<file path="config.mk">
export PLATFORM = sky130hd
export DESIGN_NAME = mtcs_top
export DESIGN_NICKNAME = d
export VERILOG_FILES = /design/src/mtcs_pkg.sv /design/src/mtcs_top.sv
export SDC_FILE = /design/constraint.sdc
export NUM_CORES = 1
export LEC_CHECK = 0
export BUFFER_PORTS_ARGS = -buffer_cell sky130_fd_sc_hd__buf_2
export CAP_MARGIN = 20
export CORE_MARGIN = 2
export CORE_UTILIZATION = 50
export DETAILED_ROUTE_END_ITERATION = 8
export PLACE_DENSITY = 0.78
export REMOVE_ABC_BUFFERS = 1
export SKIP_CTS_REPAIR_TIMING = 1
export SYNTH_ARGS = -nofsm -noshare
export SYNTH_HDL_FRONTEND = slang
export SYNTH_SLANG_ARGS = --single-unit
export TNS_END_PERCENT = 10
</file>
<file path="constraint.sdc">
create_clock -name core_clk_i -period 2.8 [get_ports core_clk_i]
set_input_delay 0.42 -clock core_clk_i [delete_from_list [all_inputs] [get_ports core_clk_i]]
set_output_delay 0.42 -clock core_clk_i [all_outputs]
set_load 0.005 [all_outputs]
</file>
<file path="src/mtcs_pkg.sv">
package mtcs_pkg;
  // ----------------------------------------------------------------
  // Character layout
  // ----------------------------------------------------------------
  localparam int          CHAR_W      = 6;
  localparam int          CHK_BIT     = 6;
  localparam logic [5:0]  TAPE_MARK   = 6'h0F;

  // ----------------------------------------------------------------
  // Timing figures
  // ----------------------------------------------------------------
  localparam int CLK_MHZ          = 250;
  localparam int WR_DELAY_US      = 10;
  localparam int ERASE_DELAY_US   = 40;
  localparam int RD_DELAY_US      = 10;
  localparam int EOR_GAP_US       = 4;
  localparam int FWD_NUDGE_US     = 2;
  localparam int DRIVE_NS         = 100;
  localparam int WR_DELAY_CYC     = WR_DELAY_US * CLK_MHZ;
  localparam int ERASE_DELAY_CYC  = ERASE_DELAY_US * CLK_MHZ;
  localparam int RD_DELAY_CYC     = RD_DELAY_US * CLK_MHZ;
  localparam int EOR_GAP_CYC      = EOR_GAP_US * CLK_MHZ;
  localparam int FWD_NUDGE_CYC    = FWD_NUDGE_US * CLK_MHZ;
  localparam int DRIVE_DIV        = (DRIVE_NS * CLK_MHZ) / 1000;

  // ----------------------------------------------------------------
  // Clock phases
  // ----------------------------------------------------------------
  localparam logic [3:0]  WC_LOAD     = 4'h1;
  localparam logic [3:0]  WC_STROBE   = 4'h5;
  localparam logic [3:0]  WC_LAST     = 4'hF;
  localparam logic [3:0]  RC_CHECK    = 4'h3;
  localparam logic [3:0]  RC_LOAD     = 4'h6;
  localparam logic [3:0]  RC_LAST     = 4'hA;

  typedef enum logic [3:0] {
    MT_IDLE, MT_DELAY, MT_WRITE, MT_WR_END, MT_READ,
    MT_BS_FWD, MT_BS_RUN, MT_STOP
  } mt_state_e;
endpackage

</file>
<file path="src/mtcs_top.sv">
`timescale 1ns/1ps
// Notes on behaviour
// - Data moves one character at a time: six BCD bits plus check.
// - Check bit gives odd or even count per current parity mode.
// - Character bits pass through unchanged; no code translation here.
// - Write asserts go, runs write delay, then starts write clock.
// - System holds data during load; loaded register drives tape data.
// - Later write clock phase becomes the write strobe to the drive.
// - Write clock repeats until disconnect; then check char and stop.
// - Read asserts go, runs read delay, then enables read amplifiers.
// - Each tape character captured into noise register A and low register B.
// - Each character runs read clock one cycle, stops after last phase.
// - A parity checked; load read-write register from B if A bad.
// - Each read cycle restarts end-of-record timer; expiry ends record.
// - Write runs read check without loading; write ends after read ends.
// - Backspace from write status: nudge forward, read status, backward.
// - Backspace runs read clock and timer only; ends forward status.
// - Tape mark forces 8421 pattern and starts disconnect immediately.
// - First read cycle with tape mark in A raises tape-mark output.
// - Rewind flag drives rewind until drive reports rewind status.
// - Rewind-unload flag rewinds, arms unload, clears on rewind status.
// - Parity checks default even; odd request switches them to odd.
// - Erase request makes next write use longer delay.
// - Every detected error sets one summary error flag output.
module mtcs_top
  import mtcs_pkg::*;
#(
  parameter int WR_DLY  = WR_DELAY_CYC,
  parameter int ER_DLY  = ERASE_DELAY_CYC,
  parameter int RD_DLY  = RD_DELAY_CYC,
  parameter int EOR_DLY = EOR_GAP_CYC,
  parameter int FWD_DLY = FWD_NUDGE_CYC
) (
  input  wire logic        core_clk_i,
  input  wire logic        nrst_i,
  input  wire logic        write_call_i,
  input  wire logic        read_call_i,
  input  wire logic        backspace_call_i,
  input  wire logic        tape_mark_call_i,
  input  wire logic        rewind_call_i,
  input  wire logic        rewind_unload_call_i,
  input  wire logic        disconnect_call_i,
  input  wire logic        odd_call_i,
  input  wire logic        erase_call_i,
  input  wire logic [6:0]  sys_data_i,
  input  wire logic [6:0]  tape_rd_a_i,
  input  wire logic [6:0]  tape_rd_b_i,
  input  wire logic        tape_char_i,
  input  wire logic        drive_write_status_i,
  input  wire logic        drive_rewind_status_i,
  output logic             go_o,
  output logic             backward_o,
  output logic             write_status_o,
  output logic             write_strobe_o,
  output logic [6:0]       tape_wr_data_o,
  output logic             amp_enable_o,
  output logic [6:0]       sys_data_o,
  output logic             sys_data_valid_o,
  output logic             first_tm_o,
  output logic             rewind_o,
  output logic             unload_o,
  output logic             error_o,
  output logic             busy_o
);
  localparam int CW = 16;

  // ----------------------------------------------------------------
  // Parity helper
  // ----------------------------------------------------------------
  function automatic logic char_parity_bad(input logic [6:0] c,
                                           input logic odd);
    char_parity_bad = (^c) != odd;
  endfunction

  // ----------------------------------------------------------------
  // Pin synchronisers (three stages; change once stages 2 and 3 agree)
  // ----------------------------------------------------------------
  logic [2:0] chr_s_q, chr_s_d, rws_s_q, rws_s_d, wst_s_q, wst_s_d;
  logic       chr_f_q, chr_f_d, rws_f_q, rws_f_d, wst_f_q, wst_f_d;
  always_comb begin
    chr_s_d = {chr_s_q[1:0], tape_char_i};
    rws_s_d = {rws_s_q[1:0], drive_rewind_status_i};
    wst_s_d = {wst_s_q[1:0], drive_write_status_i};
    chr_f_d = (chr_s_q[1] == chr_s_q[2]) ? chr_s_q[2] : chr_f_q;
    rws_f_d = (rws_s_q[1] == rws_s_q[2]) ? rws_s_q[2] : rws_f_q;
    wst_f_d = (wst_s_q[1] == wst_s_q[2]) ? wst_s_q[2] : wst_f_q;
  end
  always_ff @(posedge core_clk_i) begin
    if (!nrst_i) begin
      chr_s_q <= 3'h0;
      rws_s_q <= 3'h0;
      wst_s_q <= 3'h0;
      chr_f_q <= 1'b0;
      rws_f_q <= 1'b0;
      wst_f_q <= 1'b0;
    end else begin
      chr_s_q <= chr_s_d;
      rws_s_q <= rws_s_d;
      wst_s_q <= wst_s_d;
      chr_f_q <= chr_f_d;
      rws_f_q <= rws_f_d;
      wst_f_q <= wst_f_d;
    end
  end
  logic chr_rise;
  assign chr_rise = chr_f_d & ~chr_f_q;

  // ----------------------------------------------------------------
  // Sequencer state
  // ----------------------------------------------------------------
  mt_state_e   st_q, st_d;
  logic [CW-1:0] cnt_q, cnt_d, eor_q, eor_d;
  logic [7:0]  div_q, div_d;
  logic        tick;
  logic [3:0]  wc_q, wc_d, rc_q, rc_d;
  logic        rc_run_q, rc_run_d, wr_op_q, wr_op_d, bs_op_q, bs_op_d;
  logic        disc_q, disc_d, tm_op_q, tm_op_d, chk_q, chk_d;
  logic        first_q, first_d, eor_run_q, eor_run_d;
  logic        odd_q, odd_d, erase_q, erase_d, err_q, err_d;
  logic        rw_q, rw_d, rwu_q, rwu_d, unl_q, unl_d;
  logic [6:0]  ra_q, ra_d, rb_q, rb_d, rwreg_q, rwreg_d, lrc_q, lrc_d;
  logic        go_q, go_d, bk_q, bk_d, wst_q, wst_d, ws_q, ws_d;
  logic        amp_q, amp_d, sv_q, sv_d, ftm_q, ftm_d;
  logic        a_bad;

  assign tick  = (div_q == 8'(DRIVE_DIV - 1));
  assign a_bad = char_parity_bad(ra_q, odd_q);

  always_comb begin
    st_d = st_q;
    cnt_d = cnt_q;
    eor_d = eor_q;
    wc_d = wc_q;
    rc_d = rc_q;
    div_d = tick ? 8'h00 : div_q + 8'h01;
    rc_run_d = rc_run_q;
    wr_op_d = wr_op_q;
    bs_op_d = bs_op_q;
    disc_d = disc_q;
    tm_op_d = tm_op_q;
    chk_d = chk_q;
    first_d = first_q;
    eor_run_d = eor_run_q;
    odd_d = odd_q;
    erase_d = erase_q;
    err_d = err_q;
    rw_d = rw_q;
    rwu_d = rwu_q;
    unl_d = unl_q;
    ra_d = ra_q;
    rb_d = rb_q;
    rwreg_d = rwreg_q;
    lrc_d = lrc_q;
    go_d = go_q;
    bk_d = bk_q;
    wst_d = wst_q;
    ws_d = 1'b0;
    amp_d = amp_q;
    sv_d = 1'b0;
    ftm_d = ftm_q;

    if (odd_call_i) odd_d = 1'b1;
    if (erase_call_i) erase_d = 1'b1;
    if (rewind_call_i) rw_d = 1'b1;
    else if (rws_f_q) rw_d = 1'b0;
    if (rewind_unload_call_i) begin
      rwu_d = 1'b1;
      unl_d = 1'b1;
    end else if (rws_f_q) rwu_d = 1'b0;
    if (disconnect_call_i && wr_op_q) disc_d = 1'b1;

    // Read side: capture both registers and run one read cycle per char
    if (amp_q && chr_rise) begin
      ra_d = tape_rd_a_i;
      rb_d = tape_rd_b_i;
      rc_run_d = 1'b1;
      rc_d = 4'h0;
      eor_run_d = 1'b0;
      if (rc_run_q) err_d = 1'b1;
    end else if (rc_run_q && tick) begin
      rc_d = rc_q + 4'h1;
      if (rc_q == RC_CHECK && !bs_op_q) begin
        // The check character carries no set parity of its own
        if (a_bad && wr_op_q && !chk_q) err_d = 1'b1;
        if (wr_op_q && ra_q != rb_q) err_d = 1'b1;
        if (!wr_op_q) lrc_d = lrc_q ^ ra_q;
        if (first_q && ra_q[5:0] == TAPE_MARK)
          ftm_d = 1'b1;
      end
      if (rc_q == RC_LOAD && !wr_op_q && !bs_op_q) begin
        rwreg_d = a_bad ? rb_q : ra_q;
        sv_d = 1'b1;
        if (char_parity_bad(a_bad ? rb_q : ra_q, odd_q))
          err_d = 1'b1;
      end
      if (rc_q == RC_LAST) begin
        rc_run_d = 1'b0;
        first_d = 1'b0;
        eor_run_d = 1'b1;
        eor_d = '0;
      end
    end
    if (eor_run_q) eor_d = eor_q + 1'b1;

    case (st_q)
      MT_IDLE: begin
        wc_d = 4'h0;
        if (write_call_i || tape_mark_call_i) begin
          go_d = 1'b1;
          wst_d = 1'b1; wr_op_d = 1'b1; bk_d = 1'b0;
          tm_op_d = tape_mark_call_i;
          disc_d = tape_mark_call_i;
          cnt_d = CW'(erase_q ? ER_DLY : WR_DLY);
          erase_d = 1'b0; lrc_d = '0; chk_d = 1'b0; first_d = 1'b1;
          st_d = MT_DELAY;
        end else if (read_call_i) begin
          go_d = 1'b1; wst_d = 1'b0; bk_d = 1'b0;
          wr_op_d = 1'b0; bs_op_d = 1'b0; first_d = 1'b1; lrc_d = '0;
          ftm_d = 1'b0;
          cnt_d = CW'(RD_DLY);
          st_d = MT_DELAY;
        end else if (backspace_call_i) begin
          bs_op_d = 1'b1; wr_op_d = 1'b0; first_d = 1'b0;
          if (wst_f_q) begin
            go_d = 1'b1; bk_d = 1'b0;
            cnt_d = CW'(FWD_DLY);
            st_d = MT_BS_FWD;
          end else begin
            wst_d = 1'b0; bk_d = 1'b1; go_d = 1'b1;
            cnt_d = CW'(RD_DLY);
            st_d = MT_DELAY;
          end
        end
      end
      MT_BS_FWD: begin
        cnt_d = cnt_q - 1'b1;
        if (cnt_q == '0) begin
          wst_d = 1'b0;
          bk_d = 1'b1;
          cnt_d = CW'(RD_DLY);
          st_d = MT_DELAY;
        end
      end
      MT_DELAY: begin
        cnt_d = cnt_q - 1'b1;
        if (cnt_q == '0) begin
          amp_d = 1'b1;
          eor_run_d = 1'b0;
          st_d = wr_op_q ? MT_WRITE : (bs_op_q ? MT_BS_RUN : MT_READ);
        end
      end
      MT_WRITE: begin
        if (tick) begin
          wc_d = wc_q + 4'h1;
          if (wc_q == WC_LOAD)
            rwreg_d = tm_op_q ? {1'b0, TAPE_MARK} : sys_data_i;
          if (wc_q == WC_STROBE) begin
            ws_d = 1'b1;
            if (char_parity_bad(rwreg_q, odd_q)) err_d = 1'b1;
          end
          if (wc_q == WC_LAST && disc_q) begin
            rwreg_d = lrc_q;
            chk_d = 1'b1;
            st_d = MT_WR_END;
          end
        end
        if (tick && wc_q == WC_STROBE) lrc_d = lrc_q ^ rwreg_q;
      end
      MT_WR_END: begin
        if (tick) begin
          wc_d = wc_q + 4'h1;
          if (wc_q == WC_STROBE) ws_d = chk_q;
          if (wc_q == WC_LAST) chk_d = 1'b0;
        end
        // Wait for the read-back to run dry before stopping
        if (!chk_q && !rc_run_q && eor_run_q && eor_q >= CW'(EOR_DLY))
          st_d = MT_STOP;
      end
      MT_READ, MT_BS_RUN: begin
        if (eor_run_q && eor_q >= CW'(EOR_DLY)) begin
          if (!bs_op_q && lrc_q != '0) err_d = 1'b1;
          st_d = MT_STOP;
        end
      end
      MT_STOP: begin
        go_d = 1'b0; amp_d = 1'b0; bk_d = 1'b0;
        wr_op_d = 1'b0; bs_op_d = 1'b0; disc_d = 1'b0; tm_op_d = 1'b0;
        rc_run_d = 1'b0; eor_run_d = 1'b0; wc_d = 4'h0; first_d = 1'b0;
        st_d = MT_IDLE;
      end
      default: st_d = MT_IDLE;
    endcase
  end

  always_ff @(posedge core_clk_i) begin
    if (!nrst_i) begin
      st_q <= MT_IDLE;
      cnt_q <= '0;
      eor_q <= '0;
      div_q <= 8'h00;
      wc_q <= 4'h0;
      rc_q <= 4'h0;
      rc_run_q <= 1'b0;
      wr_op_q <= 1'b0;
      bs_op_q <= 1'b0;
      disc_q <= 1'b0;
      tm_op_q <= 1'b0;
      chk_q <= 1'b0;
      first_q <= 1'b0;
      eor_run_q <= 1'b0;
      odd_q <= 1'b0;
      erase_q <= 1'b0;
      err_q <= 1'b0;
      rw_q <= 1'b0;
      rwu_q <= 1'b0;
      unl_q <= 1'b0;
      ra_q <= 7'h00;
      rb_q <= 7'h00;
      rwreg_q <= 7'h00;
      lrc_q <= 7'h00;
      go_q <= 1'b0;
      bk_q <= 1'b0;
      wst_q <= 1'b0;
      ws_q <= 1'b0;
      amp_q <= 1'b0;
      sv_q <= 1'b0;
      ftm_q <= 1'b0;
    end else begin
      st_q <= st_d;
      cnt_q <= cnt_d;
      eor_q <= eor_d;
      div_q <= div_d;
      wc_q <= wc_d;
      rc_q <= rc_d;
      rc_run_q <= rc_run_d;
      wr_op_q <= wr_op_d;
      bs_op_q <= bs_op_d;
      disc_q <= disc_d;
      tm_op_q <= tm_op_d;
      chk_q <= chk_d;
      first_q <= first_d;
      eor_run_q <= eor_run_d;
      odd_q <= odd_d;
      erase_q <= erase_d;
      err_q <= err_d;
      rw_q <= rw_d;
      rwu_q <= rwu_d;
      unl_q <= unl_d;
      ra_q <= ra_d;
      rb_q <= rb_d;
      rwreg_q <= rwreg_d;
      lrc_q <= lrc_d;
      go_q <= go_d;
      bk_q <= bk_d;
      wst_q <= wst_d;
      ws_q <= ws_d;
      amp_q <= amp_d;
      sv_q <= sv_d;
      ftm_q <= ftm_d;
    end
  end

  // ----------------------------------------------------------------
  // Outputs from flip-flops; rewind_o and busy_o are decoded from them
  // ----------------------------------------------------------------
  assign go_o             = go_q;
  assign backward_o       = bk_q;
  assign write_status_o   = wst_q;
  assign write_strobe_o   = ws_q;
  assign tape_wr_data_o   = rwreg_q;
  assign amp_enable_o     = amp_q;
  assign sys_data_o       = rwreg_q;
  assign sys_data_valid_o = sv_q;
  assign first_tm_o       = ftm_q;
  assign rewind_o         = rw_q | rwu_q;
  assign unload_o         = unl_q;
  assign error_o          = err_q;
  assign busy_o           = (st_q != MT_IDLE);
endmodule

</file>
==> reports/metrics.yaml, run 1 <==
outcome:
  status: "completed"
setup_path:
  r2r_start: "ra_q[3]$_SDFFE_PN0P_"
  critPathMaxStageDelay_ns: 0.50
  cp.arrival_ns: 2.72
  cp-start-kind: "register"
  r2r_end: "error_o$_SDFF_PN0_"
  ff2ff_path_depth: 7
  path_buf_inv: 0
  criticalPathCategory: "register to register"
  worstPathRequired_ns: 3.05
  cp_slowest_cell: "dfxtp_1"
  critical-path-top-delay-family: "XOR/XNOR gates"
  critPathLaunch: "ra_q[3]$_SDFFE_PN0P_"
  regToRegSetupSlack_ns: 0.32
  endpoint: "error_o$_SDFF_PN0_"
  crit_chain: "ha_1 > xnor3_2 > xnor2_4 > mux2i_1 > xnor2_1 > nor3_1 > a221o_1"
  critPathMaxFanout: 13
  cp.depth: 7
  end_kind: "register"
cts:
  clock-root-buffer: "clkbuf_16"
  clockBufferDepth: 2
  cts_tree: "done"
  numCtsBuffers: 9
  htree_levels: 3
  cts_sinks: 112
  clk_pin_slew_ns: 0.08
  worstSkewPairLatency_ns: 0.35
route:
  dr.pass1.iters: 5
  viasPerCell: 5.86
  via_count: 5440
  drtIter0Drc: 445
  ant_nets: 0
  drc: 0
  postRouteWirelength_um: 14600
  wire_per_inst_um: 15.8
synthesis:
  ys_types: 80
  ys_ff_latch: 112
  synth-edff-count: 0
  syn_inst: 738
  ys_warn_count: 0
  synth-async-reset-ratio_pct: 0
  ys.flop_type: "dfxtp_1"
  syn-cell-area_sq_mm: 0.00612
  seq_area_frac_synth_pct: 36.6
  avgSynthCellArea_sq_um: 8.30
timing:
  fin_ws_ns: 0.324
  post-route-period-util_pct: 88.4
  drv_slew: 0
  hold_viol: 0
  fmax_mhz: 404
  post-route-min-period_ns: 2.48
  skew_ns: 0.00726
  rsz0062_at_grt: "false"
  final.setup.tns_ns: 0
  slew_headroom_pct: 40.6
  final-setup-viol-count: 0
  tightest_slew_ns: 0.881
power_and_ir_drop:
  p_leak_nw: 2.61
  pwr_density_cell_mw_per_mm2: 744
  ir_worst_vdd_uv: 577
layout:
  final_cells: 928
  finalNetCount: 824
  diodes: 0
  layout-drive-gt1-share_pct: 16.1
  fillCellCount: 1088
  areaGrowthSynthToFinish_pct: 11.2
floorplan:
  floorplan.initialDensity_pct: 51.2
  fp-row-count: 40
  io_pins: 60
  die_h_um: 115
  core-area_sq_mm: 0.0120
  die_w_um: 115
  die-area_sq_mm: 0.0131
global_routing:
  grt_start_max_net_pins: 43
  overflow: 0
  grt_antenna_before_repair: 0
  grt_pass1_vias: 4953
  grt_pass1_wl_um: 24300
  grtUsageTotal_pct: 22.9
min_path:
  hold_class: "input port to register"
  hold_path_depth: 3
placement:
  dp_hpwl_um: 10500
  dp_slack_ns: 0.360
  place.gp.congestion: 0.846
  placed_cells: 912
  place.port_buffers: 59
run:
  cap_violations: 0
[layout make-up]
cell class / instances / area (sq um) / share of cell area [%]
flip-flops and latches: 112 / 2240 / 32.9
clock buffers: 10 / 239 / 3.51
repair buffers: 77 / 443 / 6.50
clock inverters: 6 / 92.6 / 1.36
well taps: 147 / 184 / 2.70
multi-input cells: 556 / 3530 / 51.9
inverters: 20 / 75.1 / 1.10
[per-layer routing]
layer | global-route usage, % | wire (um) | up-vias
li1 | - | - | 2671
met1 | 32.9 | 6990 | 2598
met2 | 35.0 | 6560 | 159
met3 | 5.35 | 935 | 12
met4 | 4.96 | 144 | 0
met5 | 0 | 0 | -
[metrics by stage]
| step | area [sq um] | hold WS, ns | power (W) | utilization [%] |
|---|---|---|---|---|
| 2_1_floorplan | 5850 | 0.412 | 0.00315 | - |
| 3_3_place_gp | 6480 | 0.416 | 0.00363 | 54.2 |
| 3_5_place_dp | 6480 | 0.420 | 0.00365 | 54.2 |
| 4_1_cts | 6810 | 0.266 | 0.00506 | 56.9 |
| 5_1_grt | 6810 | 0.268 | 0.00539 | 56.9 |
| 6_report | 6810 | 0.269 | 0.00507 | 56.9 |
[synthesized netlist by cell type, types with 6 or more instances]
cell type	count	area share, %
dfxtp_1	112	37
nor2_1	82	5.0
nand2_1	81	5.0
a21oi_1	66	5.4
xnor2_1	38	5.4
o21ai_0	33	2.7
clkbuf_1	25	1.5
nand3_1	19	1.6
inv_1	18	1.1
nor3_1	17	1.4
xor2_1	16	2.3
and2_1	13	1.3
ha_1	13	2.7
a221oi_1	10	1.4
a31oi_1	10	1.0
a211oi_1	9	1.1
mux2i_1	9	1.5
buf_4	8	0.98
nand4_1	8	0.82
nor4_1	8	0.82
nor3_2	7	1.1
o211ai_1	7	0.86
o21ai_1	7	0.57
and3_1	6	0.61
buf_2	6	0.49
buf_6	6	1.1
nand2b_1	6	0.61
nor2b_1	6	0.61
[cell usage in the layout (no fill, tap or decap), drive strengths merged, types with 4 or more instances in the layout]
master	Yosys	layout
dfxtp	112	112
nor2	83	83
nand2	83	83
buf	24	77
a21oi	66	66
o21ai	41	41
xnor2	39	39
nor3	24	24
nand3	19	19
inv	19	19
xor2	16	16
and2	13	13
ha	13	13
a31oi	11	11
nor4	11	11
a221oi	10	10
a211oi	10	10
clkbuf	26	10
mux2i	9	9
nand4	8	8
o211ai	8	8
nor2b	6	6
nand2b	6	6
and3	6	6
or3	6	6
nor4b	6	6
o2111ai	5	5
a22oi	4	4
o22ai	4	4
nor3b	4	4
[worst min path at each step]
| stage | startpoint | endpoint | slack (ns) |
|---|---|---|---|
| after detailed placement | rws_s_q[0]$_SDFF_PN0_ | rws_s_q[1]$_SDFF_PN0_ | 0.42 |
| after CTS | rewind_call_i | rw_q$_SDFFE_PN0P_ | 0.27 |
| final | rewind_call_i | rw_q$_SDFFE_PN0P_ | 0.27 |
| after global routing | drive_write_status_i | wst_s_q[0]$_SDFF_PN0_ | 0.27 |
| after floorplan | chr_s_q[0]$_SDFF_PN0_ | chr_s_q[1]$_SDFF_PN0_ | 0.41 |
| after global placement | rws_s_q[0]$_SDFF_PN0_ | rws_s_q[1]$_SDFF_PN0_ | 0.42 |
[kinds of logic after synthesis]
| logic type | share of synthesized area (%) |
|---|---|
| fa+ha+maj | 2.66 |
| simple gates | 25.5 |
| flops | 36.6 |
| xor+xnor | 8.56 |
| buf+inv | 5.66 |
| compound gates | 19.6 |
| mux | 1.47 |
[flip-flops by register name (all words and copies together) (netlist names), 3 cells and up]
signal and flops:
rb_q 7, rws_s_q 3, rc_q 4, lrc_q 7, ra_q 7, st_q 3, sys_data_o 7, div_q 8
wst_s_q 3, wc_q 4, cnt_q 16, eor_q 16, chr_s_q 3
[where the power goes]
part / internal (W) / switching [W] / leakage (nW) / total [W]
clock: 0.000813 / 0.000611 / 0.155 / 0.00142
combinational: 0.000666 / 0.000986 / 1.54 / 0.00165
sequential: 0.00176 / 0.000230 / 0.911 / 0.00199
[worst min-delay path, stage by stage]
cell	delay, ns
buf_2	0.08
a21oi_1	0.03
nor2_1	0.06
Power figures use the tool's default switching activity.
==> run 2, diff against run 1 <==
- ABC_AREA: not set -> 1
==> run 2 against run 1 <==
Against the previous run: routed wire length up 0.84%; first-iteration DRC count is 2.2% higher; clock power decreased by 8%; total power is 6.2% lower; critical path type unchanged.
==> reports/metrics.yaml, run 2 <==
outcome:
  status: "completed"
timing:
  drv_slew: 0  # unchanged
  skew_ns: 0.0137  # +0.00642 ns
  hold_viol: 0  # unchanged
  slew_headroom_pct: 52.9  # +12 points
  tightest_slew_ns: 0.689  # -0.192 ns
  final-setup-viol-count: 0  # unchanged
  fmax_mhz: 410  # +1.4%
  post-route-period-util_pct: 87.2  # -1.2 points
  final.setup.tns_ns: 0  # unchanged
  rsz0062_at_grt: "false"
  post-route-min-period_ns: 2.44  # -0.0350 ns
placement:
  place.port_buffers: 59  # unchanged
  place.gp.congestion: 0.936  # +11%
  dp_hpwl_um: 10900  # +4.3%
  placement.cell_area_sq_mm: 0.00671  # +3.6%
run:
  cap_violations: 0  # unchanged
synthesis:
  ys_warn_count: 0  # unchanged
  synth_area_leaders: "dfxtp_1 36%, nand2_1 11%, inv_1 7.1%, a21oi_1 6.9%, nor2_1 5.4%"
  synth_top_area_share_pct: 35.5  # -1.1 points
  ys_ff_latch: 112  # unchanged
  synth-edff-count: 0  # unchanged
  syn-cell-area_sq_mm: 0.00631  # +3.1%
  avgSynthCellArea_sq_um: 6.91  # -17%
  netlist_top_cells_count: "190 x nand2_1, 119 x inv_1, 112 x dfxtp_1"
  synth-async-reset-ratio_pct: 0  # unchanged
  ys_types: 48  # -40%
  post-synth-top-count-cell: "nand2_1"
  seq_area_frac_synth_pct: 35.5  # -1.1 points
  synth_top_cell_by_area: "dfxtp_1"
  syn_inst: 913  # +24%
  ys.flop_type: "dfxtp_1"
route:
  ant_nets: 0  # unchanged
  wl_met2_um: 6740  # +2.8%
  dr.pass1.iters: 5  # unchanged
  via_count: 5902  # +8.5%
  postRouteWirelength_um: 14800  # +0.84%
  wl_met1_um: 6750  # -3.6%
  drc: 0  # unchanged
  wire_per_inst_um: 13.0  # -18%
  viasPerCell: 5.19  # -11%
  drtIter0Drc: 455  # +2.2%
  top_layer: "met4"
  routed-wl-met3_um: 828  # -11%
global_routing:
  grt_pass1_vias: 5313  # +7.3%
  grt_start_max_net_pins: 34  # -21%
  grtUsageTotal_pct: 22.8  # -0.075 points
  grt_pass1_wl_um: 24800  # +2.0%
  grt_antenna_before_repair: 1  # +1
  overflow: 0  # unchanged
power_and_ir_drop:
  p_leak_nw: 3.14  # +21%
  ir_worst_vdd_uv: 457  # -21%
  pwr_density_cell_mw_per_mm2: 678  # -8.9%
layout:
  largestRegisters: "cnt_q x16, eor_q x16, div_q x8"
  finalNetCount: 1008  # +22%
  layout-drive-gt1-share_pct: 13.3  # -2.9 points
  areaGrowthSynthToFinish_pct: 11.1
  final_common_cell: "nand2_1"
  diodes: 0  # unchanged
  fillCellCount: 1244  # +14%
  final_cell_area_sq_mm: 0.00701  # +3.0%
  final_cell_mix: "190 x nand2_1, 119 x inv_1, 112 x dfxtp_1, 91 x nor2_1, 87 x a21oi_1"
floorplan:
  fp-row-count: 41  # +2.5%
  die-area_sq_mm: 0.0135  # +3.0%
  io_pins: 60  # unchanged
  die_h_um: 116  # +1.5%
  core-area_sq_mm: 0.0125  # +4.2%
  floorplan.initialDensity_pct: 50.6  # -0.56 points
  die_w_um: 116  # +1.5%
cts:
  worstSkewPairLatency_ns: 0.36  # about the same
  cts_tree: "done"
  htree_levels: 3  # unchanged
  numCtsBuffers: 9  # unchanged
  cts_sinks: 112  # unchanged
  clk_pin_slew_ns: 0.08  # about the same
  clockBufferDepth: 2  # unchanged
  clock-root-buffer: "clkbuf_16"
setup_path:
  critPathMaxFanout: 11  # -2
  worstPathRequired_ns: 3.05  # about the same
  cp-start-kind: "register"
  cp.arrival_ns: 2.69  # -0.03 ns
  end_kind: "register"
  criticalPathCategory: "register to register"
min_path:
  hold_class: "input port to register"
[run 2: final cells by class]
class,instances,area (sq um),share of cell area [%]
multi-input combinational,639,3420,48.8
clock inverter,4,33.8,0.482
inverter,135,507,7.23
clock buffer,12,267,3.80
sequential,112,2240,32.0
tap,172,215,3.07
timing repair buffer,63,325,4.64
[run 2: routing by layer]
| metal | track usage [%] | up-vias |
|---|---|---|
| met2 | 36.7 | 168 |
| met4 | 10.5 | 0 |
| li1 | - | 3070 |
| met5 | 0 | - |
| met1 | 29.9 | 2631 |
| met3 | 4.15 | 33 |
[run 2: where the power goes]
group	switching [W]	internal [W]	total [W]
Clock	0.000618	0.000686	0.00130
Combinational	0.000999	0.000516	0.00151
Sequential	0.000168	0.00177	0.00194
[run 2: cells by family after synthesis]
family	after synthesis	share of synthesized area [%]
compound gates	183	16.7
xor+xnor	36	5.00
fa+ha+maj	13	2.58
buf+inv	162	10.3
flops	112	35.5
simple gates	407	30.0
[run 2: critical path, cell delays in order, from the launching register on]
cell     delay [ns]
dfxtp_1        0.44
ha_1           0.30
inv_1          0.09
nand2_1        0.08
nand3_1        0.09
nand3_1        0.32
nand2_1        0.30
nand2_1        0.08
nand2_1        0.10
nand2_1        0.07
nand2_1        0.08
nand2_1        0.06
nand2_1        0.05
nand3_1        0.06
nand3_1        0.07
nand2_1        0.05
nand2_1        0.05
nand2_1        0.04
[run 2: stage by stage]
step	std cells	setup WS, ns	hold slack, ns	utilization, %	power, W
global placement	1121	0.470	0.392	53.8	0.00345
finish	1137	0.359	0.239	56.2	0.00475
floorplan	886	0.781	0.390	-	0.00309
detailed placement	1121	0.428	0.399	53.8	0.00348
global route	1137	0.00528	0.246	56.2	0.00509
CTS	1137	0.424	0.235	56.2	0.00478
[run 2: final timing paths]
kind | depth (start not counted) | slack (ns) | start | end
max | 17 | 0.36 | ra_q[0]$_SDFFE_PN0P_ | error_o$_SDFF_PN0_
min | 3 | 0.24 | drive_write_status_i | wst_s_q[0]$_SDFF_PN0_
max reg2reg | 17 | 0.36 | ra_q[0]$_SDFFE_PN0P_ | error_o$_SDFF_PN0_
min reg2reg | 2 | 0.42 | wst_s_q[0]$_SDFF_PN0_ | wst_s_q[1]$_SDFF_PN0_
==> run 3, diff against run 2 <==
- SETUP_SLACK_MARGIN: not set -> 0.5
==> run 3 against run 2 <==
Against the previous run: via count grew 1.3%; cell count grew 0.35%; sequential share of layout area shrank 0.56 points; core utilization grew 1.2 points; sequential cell count is the same; sequential power is essentially flat; register-to-register slack gained 0.24 ns; global-route usage is the same; largest cell class unchanged.
==> reports/metrics.yaml, run 3 (same netlist as run 2, synthesis figures left out) <==
setup_path:
  end_kind: "register"
  worstPathRequired_ns: 3.05  # about the same
  critPathMaxFanout: 11  # unchanged
  crit_chain: "ha_1 > xnor2_2 > inv_1 > nand2_4 > nand3_1 > nand2_1 > nand2_1 > nand2_1 > nand2_1 > nand2_1 > nand3_1 > nand3_1 > nand2_1 > nand2_1 > nand2_1"
  worst_path_most_repeated_cell: "nand2_1"
  cp.arrival_ns: 2.45  # -0.24 ns
  critPathMaxStageDelay_ns: 0.44  # about the same
  criticalPathCategory: "register to register"
  cp_slowest_cell: "dfxtp_1"
  cp-start-kind: "register"
timing:
  hold_viol: 0  # unchanged
  skew_ns: 0.0105  # -0.00320 ns
  post-route-period-util_pct: 78.6  # -8.6 points
  final-setup-viol-count: 0  # unchanged
  final.setup.tns_ns: 0  # unchanged
  slew_headroom_pct: 54.3  # +1.4 points
  post-route-min-period_ns: 2.20  # -0.241 ns
  fmax_mhz: 455  # +11%
  drv_slew: 0  # unchanged
  tightest_slew_ns: 0.669  # -0.0201 ns
  rsz0062_at_grt: "true"
cts:
  cts_tree: "done"
  worstSkewPairLatency_ns: 0.36  # about the same
  clk_pin_slew_ns: 0.07  # about the same
  cts_sinks: 112  # unchanged
  numCtsBuffers: 9  # unchanged
  clock-root-buffer: "clkbuf_16"
  clockBufferDepth: 2  # unchanged
  htree_levels: 3  # unchanged
route:
  postRouteWirelength_um: 15200  # +3.1%
  via_count: 5976  # +1.3%
  wire_per_inst_um: 13.3  # +2.7%
  drc: 0  # unchanged
  dr.pass1.iters: 5  # unchanged
  drtIter0Drc: 510  # +12%
  viasPerCell: 5.24  # +0.90%
  ant_nets: 0  # unchanged
layout:
  areaGrowthSynthToFinish_pct: 13.4
  final_common_cell: "nand2_1"
  diodes: 0  # unchanged
  finalNetCount: 1012  # +0.40%
  largestRegisters: "cnt_q x16, eor_q x16, div_q x8"
  final_cell_area_sq_mm: 0.00716  # +2.1%
  final_cell_mix: "184 x nand2_1, 119 x inv_1, 107 x dfxtp_1, 89 x nor2_1, 87 x a21oi_1"
  layout-drive-gt1-share_pct: 15.7  # +2.4 points
min_path:
  hold_class: "input port to register"
floorplan:
  fp-row-count: 41  # unchanged
  io_pins: 60  # unchanged
  core-area_sq_mm: 0.0125  # unchanged
  die-area_sq_mm: 0.0135  # unchanged
  die_w_um: 116  # unchanged
  floorplan.initialDensity_pct: 50.6  # unchanged
  die_h_um: 116  # unchanged
power_and_ir_drop:
  p_seq_share_pct: 40.7  # about the same
  ir_worst_vdd_uv: 457  # about the same
  p_switching_w: 0.00179  # +0.31%
  clockPowerShare_pct: 27.4  # about the same
  power.internal_w: 0.00297  # +0.15%
  swShare_pct: 37.6  # about the same
  pwr_density_cell_mw_per_mm2: 666  # -1.8%
  power.share.combinational_pct: 32.0  # about the same
  p_leak_nw: 3.19  # +1.6%
global_routing:
  overflow: 0  # unchanged
  grtUsageTotal_pct: 22.8  # unchanged
  grt_start_max_net_pins: 34  # unchanged
  grt_pass1_vias: 5313  # unchanged
  grt_pass1_wl_um: 24800  # unchanged
  grt_antenna_before_repair: 1  # unchanged
run:
  cap_violations: 0  # unchanged
placement:
  placement.cell_area_sq_mm: 0.00671  # unchanged
  dp_hpwl_um: 10900  # unchanged
  place.port_buffers: 59  # unchanged
  place.gp.congestion: 0.936  # unchanged
outcome:
  status: "completed"
[run 3: final timing paths]
| check | cells past startpoint | end | slack, ns | start |
|---|---|---|---|---|
| max | 15 | error_o$_SDFF_PN0_ | 0.60 | ra_q[2]$_SDFFE_PN0P_ |
| min | 3 | wst_s_q[0]$_SDFF_PN0_ | 0.24 | drive_write_status_i |
| max reg2reg | 15 | error_o$_SDFF_PN0_ | 0.60 | ra_q[2]$_SDFFE_PN0P_ |
| min reg2reg | 2 | wst_s_q[1]$_SDFF_PN0_ | 0.42 | wst_s_q[0]$_SDFF_PN0_ |
[run 3: layout make-up]
type | count | area (sq um)
fillers | 1214 | 5310
multi-input cells | 640 | 3540
flip-flops and latches | 112 | 2250
inverters | 135 | 507
repair buffers | 66 | 348
clock buffers | 12 | 267
well taps | 172 | 215
clock inverters | 4 | 33.8
[run 3: per-stage QoR]
step	total power (W)	setup WS [ns]	util [%]	std cells	hold WS, ns
3_5_place_dp	0.00348	0.428	53.8	1121	0.399
4_1_cts	0.00478	0.424	56.2	1137	0.235
5_1_grt	0.00510	0.364	57.4	1141	0.246
3_3_place_gp	0.00345	0.470	53.8	1121	0.392
6_report	0.00477	0.600	57.4	1141	0.236
2_1_floorplan	0.00309	0.781	-	886	0.390
[run 3: per-layer routing]
layer	wire length [um]	up-vias	GRT usage, %	part of all wire, %
met5	0	-	0	0
li1	-	3083	-	-
met3	908	42	4.15	6.0
met4	516	0	10.5	3.4
met2	6960	181	36.7	46
met1	6830	2670	29.9	45
[run 3: power by group through the flow]
stage	Clock (W)	Sequential (W)	Combinational, W
final	0.00130	0.00194	0.00152
after detailed placement	0	0.00197	0.00151
after floorplan	0	0.00193	0.00115
after global routing	0.00140	0.00196	0.00174
after global placement	0	0.00197	0.00148
after CTS	0.00132	0.00194	0.00152
[run 3: worst max-delay path, delay by kind of cell (launching register included)]
kind                       cells  cell delay, ns
buffers and inverters          1            0.12
DFF                            1            0.44
adders and majority gates      1            0.34
xor gates and xnor gates       1            0.28
and+or+nand+nor               12            0.91
